File: config.mk
export PLATFORM = sky130hd
export DESIGN_NAME = tlp_transmit_stream_port
export DESIGN_NICKNAME = d
export VERILOG_FILES = /design/src/hw/tlp_tx_pkg.sv /design/src/hw/crc_word_step.sv /design/src/hw/tlp_transmit_stream_port.sv
export VERILOG_INCLUDE_DIRS = /design/src /design/src/hw
export SDC_FILE = /design/constraint.sdc
export NUM_CORES = 1
export LEC_CHECK = 0
export ABC_AREA = 1
export ABC_CLOCK_PERIOD_IN_PS = 5500
export BUFFER_PORTS_ARGS = -buffer_cell sky130_fd_sc_hd__buf_2
export CAP_MARGIN = 40
export CORE_MARGIN = 2
export CORE_UTILIZATION = 57
export CTS_CLUSTER_DIAMETER = 120
export DETAILED_ROUTE_END_ITERATION = 8
export PLACE_DENSITY = 0.78
export RECOVER_POWER = 100
export SYNTH_ARGS = -nofsm -noshare
export SYNTH_HDL_FRONTEND = slang
export SYNTH_HIERARCHICAL = 1
export SYNTH_SLANG_ARGS = --single-unit
File: constraint.sdc
create_clock -name clk -period 5.5 [get_ports clk]
set_input_delay 0.275 -clock clk [delete_from_list [all_inputs] [get_ports clk]]
set_output_delay 0.275 -clock clk [all_outputs]
set_load 0.02 [all_outputs]
File: src/hw/tlp_tx_defines.svh
`ifndef TLP_TX_DEFINES_SVH
`define TLP_TX_DEFINES_SVH

// Sideband bit positions on the transmit user field
`define TXU_DIGEST 0
`define TXU_POISON 1
`define TXU_CUT 2
`define TXU_ABORT 3

// Header bit positions in the first word (first dword on bits 31..0)
`define HDR_FMT_DATA 30
`define HDR_TD 15
`define HDR_EP 14
`define HDR_LEN_MSB 9

// Byte-keep codes for a final beat
`define KEEP_FULL 8'hff
`define KEEP_LOW 8'h0f

// Digest arithmetic
`define CRC_INIT 32'hffffffff
`define CRC_POLY 32'h04c11db7

// Payload limits: smallest size code means this many bytes
`define MPS_BASE_BYTES 13'h0080
`define LEN_ZERO_BYTES 13'h1000

// Power state field value for full power
`define PWR_D0 2'h0

// Latest edge after the final beat for the drop flag
`define DROP_LAT_CYCLES 2

`endif

File: src/hw/tlp_tx_pkg.sv
package tlp_tx_pkg;

  // Transmit port sequencing states
  typedef enum logic [1:0] {
    ST_IDLE = 2'b00,
    ST_PKT = 2'b01,
    ST_DIGEST = 2'b10,
    ST_INTERNAL = 2'b11
  } tx_state_t;

endpackage

File: src/hw/crc_word_step.sv
`timescale 1ns/10ps
`default_nettype none
`include "tlp_tx_defines.svh"

// One word of digest arithmetic, bytes taken in wire order:
// low dword first, most significant byte of each dword first.
module crc_word_step #(
  parameter int BYTES = 8
) (
  // Running value in
  input wire logic [31:0] crc_in,
  // Word and its byte-keep
  input wire logic [BYTES*8-1:0] data,
  input wire logic [BYTES-1:0] keep,
  // Running value out
  output logic [31:0] crc_out
);

  // Byte-serial unrolled update, skipping bytes not kept
  always_comb begin
    logic [31:0] c;
    logic [7:0] b;
    int dw;
    int bi;
    int idx;
    dw = 0;
    bi = 0;
    idx = 0;
    c = crc_in;
    b = 8'h00;
    for (dw = 0; dw < BYTES / 4; dw++) begin
      for (bi = 3; bi >= 0; bi--) begin
        idx = dw * 4 + bi;
        b = data[idx*8 +: 8];
        if (keep[idx]) begin
          for (int k = 7; k >= 0; k--) begin
            c = (c[31] ^ b[k]) ? ((c << 1) ^ `CRC_POLY) : (c << 1);
          end
        end
      end
    end
    crc_out = c;
  end

endmodule
`default_nettype wire

File: src/hw/tlp_transmit_stream_port.sv
// Functional notes
// - Data ignored whenever valid is low
// - Buffer-full throttle only at packet boundary
// - Started packet is always accepted completely
// - Ready low at packet boundary when link credits are exhausted
// - Ready low while sending granted internal packet
// - Non-D0 power: finish packet, then hold ready low
// - Abort counts only with valid and ready
// - Abort ignored on first beat, or idle
// - Abort: discard, or end with EDB if cut-through
// - Drop on link down, oversize, cut-through gap: discard, or EDB if cut-through
// - Accept rest; drop flag within two cycles
// - Poison sideband sets header poison bit
// - Throttled cut-through: drop, flag, nullified packet
// - Digest requested at first beat, TD set
// - Ready low exactly one cycle for digest
// - Final keep is all ones or low four bytes
`timescale 1ns/10ps
`default_nettype none
`include "tlp_tx_defines.svh"

module tlp_transmit_stream_port #(
  parameter int DATA_W = 64
) (
  // Clock and reset
  input wire logic clk,
  input wire logic resetn,
  // Transmit stream from the application
  input wire logic [DATA_W-1:0] s_axis_tx_tdata,
  input wire logic [DATA_W/8-1:0] s_axis_tx_tkeep,
  input wire logic s_axis_tx_tlast,
  input wire logic s_axis_tx_tvalid,
  input wire logic [3:0] s_axis_tx_tuser,
  output logic s_axis_tx_tready,
  output logic tx_err_drop,
  // Internal packet arbitration
  input wire logic int_pkt_pending,
  input wire logic int_pkt_done,
  input wire logic tx_cfg_gnt,
  output logic tx_cfg_req,
  output logic int_pkt_send,
  // Device state
  input wire logic pool_room,
  input wire logic credits_ok,
  input wire logic link_up,
  input wire logic [1:0] power_state,
  input wire logic [2:0] max_payload_cap,
  // Words toward the buffer pool and link
  output logic [DATA_W-1:0] out_data,
  output logic [DATA_W/8-1:0] out_keep,
  output logic out_valid,
  output logic out_last,
  output logic out_discard,
  output logic out_edb,
  output logic out_set_ep
);

  ////////////////////////////////////////////////////////////////////////
  // Declarations

  tlp_tx_pkg::tx_state_t state_q, state_d;
  logic ready_q, ready_d;
  // Per-packet flags, merged up to the last accepted beat
  logic cut_q, cut_d;
  logic dig_q, dig_d;
  logic poison_q, poison_d;
  logic abort_q, abort_d;
  logic drop_q, drop_d;
  logic [31:0] crc_q, crc_d;
  logic [31:0] crc_next;
  logic err_drop_q, err_drop_d;
  logic req_q;
  logic send_q, send_d;
  // Output word registers
  logic [DATA_W-1:0] odata_q, odata_d;
  logic [DATA_W/8-1:0] okeep_q, okeep_d;
  logic ovalid_q, ovalid_d;
  logic olast_q, olast_d;
  logic odisc_q, odisc_d;
  logic oedb_q, oedb_d;
  logic oep_q, oep_d;
  // Helpers
  logic accept;
  logic boundary_ok;
  logic [12:0] len_bytes;
  logic [12:0] mps_bytes;
  logic oversize;
  logic [DATA_W-1:0] word_patched;

  // Valid-and-ready handshake; data is otherwise ignored
  assign accept = s_axis_tx_tvalid & ready_q;

  // Conditions that may open the port for a new packet
  assign boundary_ok = pool_room & credits_ok & (power_state == `PWR_D0) &
                       ~(int_pkt_pending & tx_cfg_gnt);

  // Payload size from the header length field; zero means the maximum
  assign len_bytes = (s_axis_tx_tdata[`HDR_LEN_MSB:0] == 10'h000) ? `LEN_ZERO_BYTES :
                     {1'b0, s_axis_tx_tdata[`HDR_LEN_MSB:0], 2'b00};
  assign mps_bytes = `MPS_BASE_BYTES << max_payload_cap;
  assign oversize = s_axis_tx_tdata[`HDR_FMT_DATA] & (len_bytes > mps_bytes);

  // TD is written in the first word when a digest will be appended
  always_comb begin
    word_patched = s_axis_tx_tdata;
    if (state_q == tlp_tx_pkg::ST_IDLE && s_axis_tx_tuser[`TXU_DIGEST] &&
        !s_axis_tx_tdata[`HDR_TD]) begin
      word_patched[`HDR_TD] = 1'b1;
    end
  end

  // Running digest over accepted words
  crc_word_step #(
    .BYTES(DATA_W/8)
  ) u_crc (
    .crc_in((state_q == tlp_tx_pkg::ST_IDLE) ? `CRC_INIT : crc_q),
    .data(word_patched),
    .keep(s_axis_tx_tkeep),
    .crc_out(crc_next)
  );

  ////////////////////////////////////////////////////////////////////////
  // Sequencing and packet flags

  // Next state, ready and flag merging
  always_comb begin
    logic f_cut;
    logic f_dig;
    logic f_poison;
    logic f_abort;
    logic f_drop;
    logic first;
    first = (state_q == tlp_tx_pkg::ST_IDLE);
    state_d = state_q;
    ready_d = ready_q;
    send_d = send_q;
    crc_d = crc_q;
    err_drop_d = 1'b0;
    // Merge current beat into the packet flags
    f_cut = first ? s_axis_tx_tuser[`TXU_CUT] : cut_q;
    f_dig = first ? (s_axis_tx_tuser[`TXU_DIGEST] & ~s_axis_tx_tdata[`HDR_TD]) : dig_q;
    f_poison = (first ? 1'b0 : poison_q) | s_axis_tx_tuser[`TXU_POISON];
    // Abort on a first beat does nothing
    f_abort = ~first & (abort_q | s_axis_tx_tuser[`TXU_ABORT]);
    f_drop = first ? (oversize | ~link_up) : (drop_q | ~link_up);
    cut_d = cut_q;
    dig_d = dig_q;
    poison_d = poison_q;
    abort_d = abort_q;
    drop_d = drop_q;
    if (accept) begin
      cut_d = f_cut;
      dig_d = f_dig;
      poison_d = f_poison;
      abort_d = f_abort;
      drop_d = f_drop;
      crc_d = crc_next;
    end
    case (state_q)
      tlp_tx_pkg::ST_IDLE: begin
        if (accept && !s_axis_tx_tlast) begin
          state_d = tlp_tx_pkg::ST_PKT;
          ready_d = 1'b1;
        end else if (accept && f_dig) begin
          state_d = tlp_tx_pkg::ST_DIGEST;
          ready_d = 1'b0;
        end else if (accept) begin
          err_drop_d = f_drop;
          ready_d = boundary_ok;
        end else if (int_pkt_pending && tx_cfg_gnt) begin
          state_d = tlp_tx_pkg::ST_INTERNAL;
          ready_d = 1'b0;
          send_d = 1'b1;
        end else begin
          ready_d = boundary_ok;
        end
      end
      tlp_tx_pkg::ST_PKT: begin
        // A gap in a cut-through packet kills it
        if (!s_axis_tx_tvalid && cut_q) begin
          drop_d = 1'b1;
        end
        if (accept && s_axis_tx_tlast) begin
          if (f_dig) begin
            state_d = tlp_tx_pkg::ST_DIGEST;
            ready_d = 1'b0;
          end else begin
            state_d = tlp_tx_pkg::ST_IDLE;
            err_drop_d = f_drop;
            ready_d = boundary_ok;
          end
        end else begin
          ready_d = 1'b1;
        end
      end
      tlp_tx_pkg::ST_DIGEST: begin
        // Digest slot takes exactly one cycle
        state_d = tlp_tx_pkg::ST_IDLE;
        err_drop_d = drop_q;
        ready_d = boundary_ok;
      end
      tlp_tx_pkg::ST_INTERNAL: begin
        // Ready returns once the internal packet has gone
        if (int_pkt_done) begin
          state_d = tlp_tx_pkg::ST_IDLE;
          send_d = 1'b0;
          ready_d = boundary_ok;
        end else begin
          ready_d = 1'b0;
        end
      end
      default: begin
        state_d = tlp_tx_pkg::ST_IDLE;
        ready_d = 1'b0;
        send_d = 1'b0;
      end
    endcase
  end

  // Sequencing registers
  always_ff @(posedge clk or negedge resetn) begin
    if (!resetn) begin
      state_q <= tlp_tx_pkg::ST_IDLE;
      ready_q <= 1'b0;
      send_q <= 1'b0;
      req_q <= 1'b0;
      cut_q <= 1'b0;
      dig_q <= 1'b0;
      poison_q <= 1'b0;
      abort_q <= 1'b0;
      drop_q <= 1'b0;
      crc_q <= `CRC_INIT;
      err_drop_q <= 1'b0;
    end else begin
      state_q <= state_d;
      ready_q <= ready_d;
      send_q <= send_d;
      req_q <= int_pkt_pending;
      cut_q <= cut_d;
      dig_q <= dig_d;
      poison_q <= poison_d;
      abort_q <= abort_d;
      drop_q <= drop_d;
      crc_q <= crc_d;
      err_drop_q <= err_drop_d;
    end
  end

  ////////////////////////////////////////////////////////////////////////
  // Output words

  // Forward accepted beats, or the digest word in its slot
  always_comb begin
    logic fin;
    logic bad;
    odata_d = odata_q;
    okeep_d = okeep_q;
    ovalid_d = 1'b0;
    olast_d = 1'b0;
    odisc_d = 1'b0;
    oedb_d = 1'b0;
    oep_d = 1'b0;
    fin = 1'b0;
    bad = abort_d | drop_d;
    if (accept) begin
      ovalid_d = 1'b1;
      odata_d = word_patched;
      okeep_d = s_axis_tx_tkeep;
      fin = s_axis_tx_tlast & ~dig_d;
    end else if (state_q == tlp_tx_pkg::ST_DIGEST) begin
      ovalid_d = 1'b1;
      odata_d = {{(DATA_W-32){1'b0}}, ~crc_q};
      okeep_d = `KEEP_LOW;
      fin = 1'b1;
    end
    if (fin) begin
      olast_d = 1'b1;
      odisc_d = bad & ~cut_d;
      oedb_d = bad & cut_d;
      oep_d = poison_d;
    end
  end

  // Output registers
  always_ff @(posedge clk or negedge resetn) begin
    if (!resetn) begin
      odata_q <= '0;
      okeep_q <= '0;
      ovalid_q <= 1'b0;
      olast_q <= 1'b0;
      odisc_q <= 1'b0;
      oedb_q <= 1'b0;
      oep_q <= 1'b0;
    end else begin
      odata_q <= odata_d;
      okeep_q <= okeep_d;
      ovalid_q <= ovalid_d;
      olast_q <= olast_d;
      odisc_q <= odisc_d;
      oedb_q <= oedb_d;
      oep_q <= oep_d;
    end
  end

  assign s_axis_tx_tready = ready_q;
  assign tx_err_drop = err_drop_q;
  assign tx_cfg_req = req_q;
  assign int_pkt_send = send_q;
  assign out_data = odata_q;
  assign out_keep = okeep_q;
  assign out_valid = ovalid_q;
  assign out_last = olast_q;
  assign out_discard = odisc_q;
  assign out_edb = oedb_q;
  assign out_set_ep = oep_q;
endmodule
`default_nettype wire

==> results of run 1 <==
per-layer routing:
| layer | overflow | GRT usage [%] |
|---|---|---|
| met5 | 0 | 60.1 |
| met3 | 30 | 80.9 |
| met2 | 526 | 105 |
| met1 | 49 | 88.5 |
| met4 | 252 | 96.4 |
kinds of logic after synthesis:
family	share of synthesized area [%]
flops	14.9
simple gates	64.9
xor+xnor	5.31
fa+ha+maj	0.369
buf+inv	8.19
compound gates	6.19
mux	0.0492
metrics by stage:
step | cells | area [µm²]
3_5_place_dp | 5020 | 27600
4_1_cts | 5268 | 33300
2_1_floorplan | 3761 | 21000
3_3_place_gp | 5020 | 27600
synth_stat cells, types with 14 or more instances:
master / count
xor2_1: 90
buf_4: 14
nor2_1: 140
a31oi_1: 15
a22o_1: 36
nand4_1: 20
a21oi_1: 28
nand2_1: 1692
inv_2: 43
xnor2_1: 21
or2_2: 29
clkbuf_1: 48
o21ai_1: 20
dfstp_2: 32
buf_1: 14
nand2_2: 143
dfrtp_1: 88
nand2_4: 43
nand3_1: 741
nand3_2: 75
inv_1: 242
o21ai_0: 68
buf_2: 36
what timing repair did:
action                     4_1_cts
hold buffers                     2
cloned                           6
setup endpoints to repair       32
pin swaps                      328
gates resized for setup        824
setup buffers                  210
hold endpoints to repair        55
==> results.yml, run 1 <==
synth:
  ys_ff_latch: 120
  synth_flop_cell: "dfrtp_1"
  synthTopCellsByArea: "nand2_1 31%, nand3_1 18%, dfrtp_1 11%"
  yosys.area.top_type_share_pct: 31.2
  yosysWarningCount: 6
  syn-mean-instance-area_um2: 5.41
  post-synth-top-area-cell: "nand2_1"
  syn_nets: 3858
  async_reset_ff_share_pct: 100
  synthesis.area_um2: 20400
  synth.yosys.seq_area_share_pct: 14.9
  synth_edf_count: 0
  ys_types: 54
  synthCells: 3761
floorplanning:
  io_pins: 172
  initial_core_util_pct: 57.5
  die_x_um: 193
  row_count: 69
  die_y_um: 193
global_routing:
  grt_use_total_pct: 91.7
  grt_pass1_wl_mm: 264
  grt_max_degree: 71
  grt_pass1_vias: 43100
  grt.overflow.total: 857
cts:
  clk_path_buf_depth: 2
  cts.sinks: 120
  root_buffer: "clkbuf_16"
  cts_max_level: 4
  numCtsBuffers: 17
run_status:
  stop_error: "[ERROR GRT-0116] Global routing finished with congestion. Check the congestion regions in the DRC Viewer."
  lastStage: "5_1_grt"
  status: "aborted with a tool error"
place:
  numPortBuffers: 171
  dp_slack_ps: -1690
  detailed_place_hpwl_mm: 76.0
  finalWeightedCongestion: 1.10
==> run 2: changes to the inputs <==
Settings changed: ABC_CLOCK_PERIOD_IN_PS 5500 to 7200, CORE_UTILIZATION 57 to 40, CTS_CLUSTER_DIAMETER 120 to default, PLACE_DENSITY 0.78 to default, PLACE_DENSITY_LB_ADDON from default to 0.15.
Clock period 5.5 ns to 7.2 ns, I/O delays scaled along.
==> run 2 against run 1 <==
The flow now finishes, with violations (capacitance limit, slew limit, setup timing). Synthesized cell count unchanged. Area after synthesis stayed put.
==> results.yml, run 2 <==
setup_path:
  path_class: "reg2reg"
  crit_path_top_delay_cell: "dfrtp_1"
  critical-path-top-cell-by-count: "nand2_1"
  cp-start-kind: "flop"
  reg2regPathDepth: 65
  slowest_delay_ps: 370
  worstReg2RegStart: "state_q[0]"
  timing.rr.end: "crc_q[12]"
  path_max_fanout: 8
  rrSetupSlack_ps: -110
  arrival_ps: 7710
  crit_path_end_kind: "flop"
  crit_required_ps: 7600
  crit_path_start: "state_q[0]"
place:
  finalWeightedCongestion: 1.01
  dp_slack_ps: -173
  detailed_place_hpwl_mm: 75.2
  place_inst: 4994
  numPortBuffers: 171
sta:
  fin_crit_sh_pct: 101
  worst_slack_ps: -105
  fmax_ghz: 0.137
  fin_tns_setup_ps: -163
  relSlewSlack_pct: -179
  finalSetupViolCount: 4
  drv_slew: 70
  period_needed_ps: 7310
  finalClockSkew_ps: 9.97
  hold_viol_final: 0
  worst_pin_slew_ps: 4190
  rsz0062_at_grt: "yes"
cts:
  cts.sinks: 120
  clk_path_buf_depth: 2
  cts_max_level: 4
  clk_latency_ps: 470
  cts_tree: "yes"
  clkTransAtPathRegs_ps: 60
  numCtsBuffers: 17
  root_buffer: "clkbuf_16"
synth:
  syn-mean-instance-area_um2: 5.41
  synthesis.area_um2: 20400
  yosysWarningCount: 6
  syn_nets: 3858
  yosysMostFrequentCell: "nand2_1"
  synth_flop_cell: "dfrtp_1"
  ys_types: 54
  synth_edf_count: 0
  synth.yosys.seq_area_share_pct: 14.9
  synthCells: 3761
  synth_common_cells: "1,692 x nand2_1, 741 x nand3_1, 242 x inv_1"
  post-synth-top-area-cell: "nand2_1"
  yosys.area.top_type_share_pct: 31.2
  ys_ff_latch: 120
  async_reset_ff_share_pct: 100
  synthTopCellsByArea: "nand2_1 31%, nand3_1 18%, dfrtp_1 11%"
cells_and_area:
  fillers: 5112
  final_common_cell: "nand2_1"
  final_net_count: 4569
  layout_common_cells: "1,454 x nand2_1, 609 x buf_4, 586 x nand3_1"
  drive_gt1_share_pct: 35.3
  largest_reg_flops: 64
  final_cells: 5158
  syn_to_final_growth_pct: 44.1
worst_hold_path:
  whs_endpoint: "poison_q"
  hold_class: "in2reg"
  min-delay-start: "s_axis_tx_tuser[1]"
  hold_path_depth: 3
global_routing:
  grt_pass1_vias: 24100
  antenna_found_initial: 2
  grt.overflow.total: 0
  grt_use_total_pct: 34.2
  grt_pass1_wl_mm: 140
  grt_max_degree: 80
drt:
  m1WireLength_mm: 41.3
  drt_iter0_markers: 2882
  avgViaCountPerCell: 5.48
  post_drt_wl_per_cell_um: 18.7
  drt_first_pass_iters: 9
  vias: 28300
  routed-wl-met3_mm: 8.94
  ant_nets: 0
  drc_errors: 0
  wl_met2_mm: 41.8
  wl_mm: 96.4
  dr.max_layer_used: "met5"
floorplanning:
  row_count: 82
  die_y_um: 230
  core-area_um2: 50200
  dieArea_um2: 52700
  io_pins: 172
  die_x_um: 230
  initial_core_util_pct: 40.6
run_status:
  status: "finished, violations left"
  violations: "capacitance limit, slew limit, setup timing"
job:
  cap_violations: 1
-- run 2: cell counts after synthesis --
Identical to the previous run, type by type.
-- run 2: repair_timing --
action | 4_1_cts | 5_1_grt
setup endpoints to repair | 30 | 32
gates resized for setup | 50 | 568
buffers inserted | 3 | 121
endpoints found under the hold margin | 41 | 0
hold buffers | 2 | 0
cloned | 0 | 5
pin swaps | 2 | 134
-- run 2: per-layer routing --
| metal | GRT usage [%] | vias to the layer above |
|---|---|---|
| met1 | 48.2 | 13100 |
| met2 | 52.3 | 1390 |
| li1 | - | 13600 |
| met4 | 13.2 | 2 |
| met5 | 0 | - |
| met3 | 4.92 | 229 |
-- run 2: cells by family (layout without fill, tap and decap cells) --
| family | after synthesis | count (layout) | synth area share, % |
|---|---|---|---|
| simple gates | 2908 | 2912 | 64.9 |
| fa+ha+maj | 6 | 6 | 0.369 |
| xor+xnor | 117 | 117 | 5.31 |
| mux | 1 | 1 | 0.0492 |
| buf+inv | 406 | 1126 | 8.19 |
| flops | 120 | 120 | 14.9 |
| compound gates | 203 | 203 | 6.19 |
| other cells | 0 | 1 | 0 |
-- run 2: critical path: cells and delay by family, from the launching register on --
family,cells,cell delay (ps)
buf+inv,10,1030
compound gates,1,80
flops,1,370
simple gates,54,5740
-- run 2: how the worst max path moves through the flow --
stage,end,slack [ps],depth (start not counted)
3_3_place_gp,crc_q[12],-140,62
2_1_floorplan,crc_q[23],1350,62
3_5_place_dp,crc_q[12],-170,61
6_report,crc_q[12],-110,65
5_1_grt,crc_q[12],-500,65
4_1_cts,crc_q[12],0.9,65
-- run 2: area by class of cell --
class	instances	area (µm²)	share of cell area (%)
multi-input cells	3239	18000	61.4
repair buffers	804	5690	19.4
flip-flops and latches	120	3040	10.4
inverters	289	1110	3.78
well taps	672	841	2.87
clock buffers	18	439	1.50
clock inverters	14	185	0.631
repair inverters	1	7.51	0.0256
diodes	1	2.50	0.00853
-- run 2: through the flow --
stage | hold slack (ps) | util, % | instance area, µm²
final | 145 | 58.5 | 29300
after global placement | 394 | 50.5 | 25300
after CTS | 123 | 52.2 | 26200
after floorplan | 64.4 | - | 20400
after detailed placement | 402 | 50.5 | 25300
after global routing | 167 | 58.5 | 29300
Power of run 2 is not shown: default switching activity piles up to over one toggle a cycle in this logic, so the estimate is an artifact.
==> run 3: changes to the inputs <==
Settings changed: CORE_ASPECT_RATIO from default to 0.8.
==> run 3 against run 2 <==
The run still ends with capacitance limit, slew limit, setup timing left. Highest routed layer is now met4. Flip-flop and latch count is the same. Routed wire length grew 5.0%. Clock skew grew 5.0 ps. Cell area grew 9.3%. First-iteration DRC count grew 35%. Utilization grew 5.7 points.
==> results.yml, run 3 (same netlist as run 2, synthesis figures left out) <==
drt:
  m1WireLength_mm: 43.9
  avgViaCountPerCell: 5.56
  post_drt_wl_per_cell_um: 19.4
  drt_first_pass_iters: 7
  wl_met2_mm: 42.1
  wl_mm: 101
  drt_iter0_markers: 3879
  ant_nets: 0
  drc_errors: 0
  dr.max_layer_used: "met4"
  routed-wl-met3_mm: 11.8
  vias: 29100
place:
  detailed_place_hpwl_mm: 76.6
  place_inst: 5048
  finalWeightedCongestion: 1.04
  dp_slack_ps: -161
  numPortBuffers: 171
floorplanning:
  dieArea_um2: 52700
  initial_core_util_pct: 40.8
  core-area_um2: 50000
  row_count: 73
  die_y_um: 206
  die_x_um: 256
  io_pins: 172
cells_and_area:
  final_cells: 5228
  fillers: 4681
  seq_area_um2: 3040
  final_common_cell: "nand2_1"
  layout_common_cells: "1,260 x nand2_1, 629 x buf_4, 493 x nand3_1"
  n_antenna_cell: 0
  drive_gt1_share_pct: 43.1
  multi_input_area_um2: 20100
  syn_to_final_growth_pct: 57.5
  final_net_count: 4637
  largest_reg_flops: 64
setup_path:
  rrSetupSlack_ps: -110
  crit_path_end_kind: "flop"
  crit_required_ps: 7580
  path_max_fanout: 5
  path_buf_inv: 9
  crit_path_top_delay_cell: "o21ai_0"
  arrival_ps: 7690
  path_class: "reg2reg"
  slowest_delay_ps: 560
  critPathTopFamily: "simple AND/OR/NAND/NOR gates"
  cp-start-kind: "flop"
  critical-path-top-cell-by-count: "nand2_4"
sta:
  worst_pin_slew_ps: 3260
  drv_slew: 125
  hold-worst-slack_ps: 32.4
  rsz0062_at_grt: "yes"
  finalSetupViolCount: 12
  fmax_ghz: 0.137
  fin_tns_setup_ps: -450
  relSlewSlack_pct: -117
  fin_crit_sh_pct: 102
  hold_viol_final: 0
  worst_slack_ps: -108
  finalClockSkew_ps: 14.9
  period_needed_ps: 7310
run_status:
  status: "finished, violations left"
  violations: "capacitance limit, slew limit, setup timing"
global_routing:
  antenna_found_initial: 0
  grt_use_total_pct: 34.5
  grt.overflow.total: 0
  grt_max_degree: 65
  grt_pass1_vias: 23700
  grt_pass1_wl_mm: 139
cts:
  clkTransAtPathRegs_ps: 60
  numCtsBuffers: 17
  cts_tree: "yes"
  cts.sinks: 120
  root_buffer: "clkbuf_16"
  clk_latency_ps: 460
  clk_path_buf_depth: 2
  cts_max_level: 4
job:
  cap_violations: 3
worst_hold_path:
  hold_class: "in2reg"
-- run 3: changes by cell type in the layout (fill, tap and decap cells not counted), moves of 7 or more --
cell / before / now
nand2_1: 1454 / 1260
nand2_4: 123 / 185
buf_6: 9 / 48
nand2_8: 2 / 16
nand2_2: 303 / 422
xor2_1: 81 / 70
nand3_4: 38 / 84
nand3_1: 586 / 493
nand3_2: 193 / 240
inv_1: 230 / 220
xor2_2: 10 / 17
buf_4: 609 / 629
-- run 3: final cells by class --
type / count / share of cell area (%)
Timing Repair Buffer: 871 / 20.0
Timing Repair inverter: 1 / 0.0234
Multi-Input combinational cell: 3240 / 62.5
Clock inverter: 14 / 0.437
Tap cell: 675 / 2.63
Inverter: 289 / 3.53
Clock buffer: 18 / 1.34
Sequential cell: 120 / 9.49
-- run 3: timing repair --
item | CTS | global route
gates resized for setup | 62 | 1073
hold endpoints to repair | 50 | 0
endpoints found under the setup margin | 31 | 32
cloned | 1 | 5
pin swaps | 5 | 329
hold buffers | 1 | 0
buffers inserted | 3 | 139
-- run 3: worst paths after layout --
kind,from,endpoint,cells past startpoint
max in group asynchronous,resetn,out_data[61],4
setup / recovery,state_q[1],crc_q[6],60
setup reg to reg,state_q[1],crc_q[6],60
min in group asynchronous,resetn,out_data[48],2
hold / removal,int_pkt_pending,tx_cfg_req,1
hold reg to reg,crc_q[3],crc_q[3],2
-- run 3: per-stage QoR --
stage / utilization [%] / cell area [µm²]
6_report: 64.2 / 32100
5_1_grt: 64.2 / 32100
4_1_cts: 53.4 / 26700
3_3_place_gp: 51.7 / 25800
2_1_floorplan: - / 20400
3_5_place_dp: 51.7 / 25800
-- run 3: routing by layer --
metal / GRT usage [%] / up-vias
met1: 51.4 / 13500
met4: 9.48 / 0
met2: 49.2 / 1626
li1: - / 13700
met3: 7.45 / 205
met5: 0 / -
-- run 3: worst register-to-register path, delay by kind of cell, from the launching register on --
kind	cells	cell delay, ps
flops	1	370
buf+inv	9	1210
compound gates	3	830
xor+xnor	2	510
simple gates	46	4310
Power of run 3 is left out for the same reason.
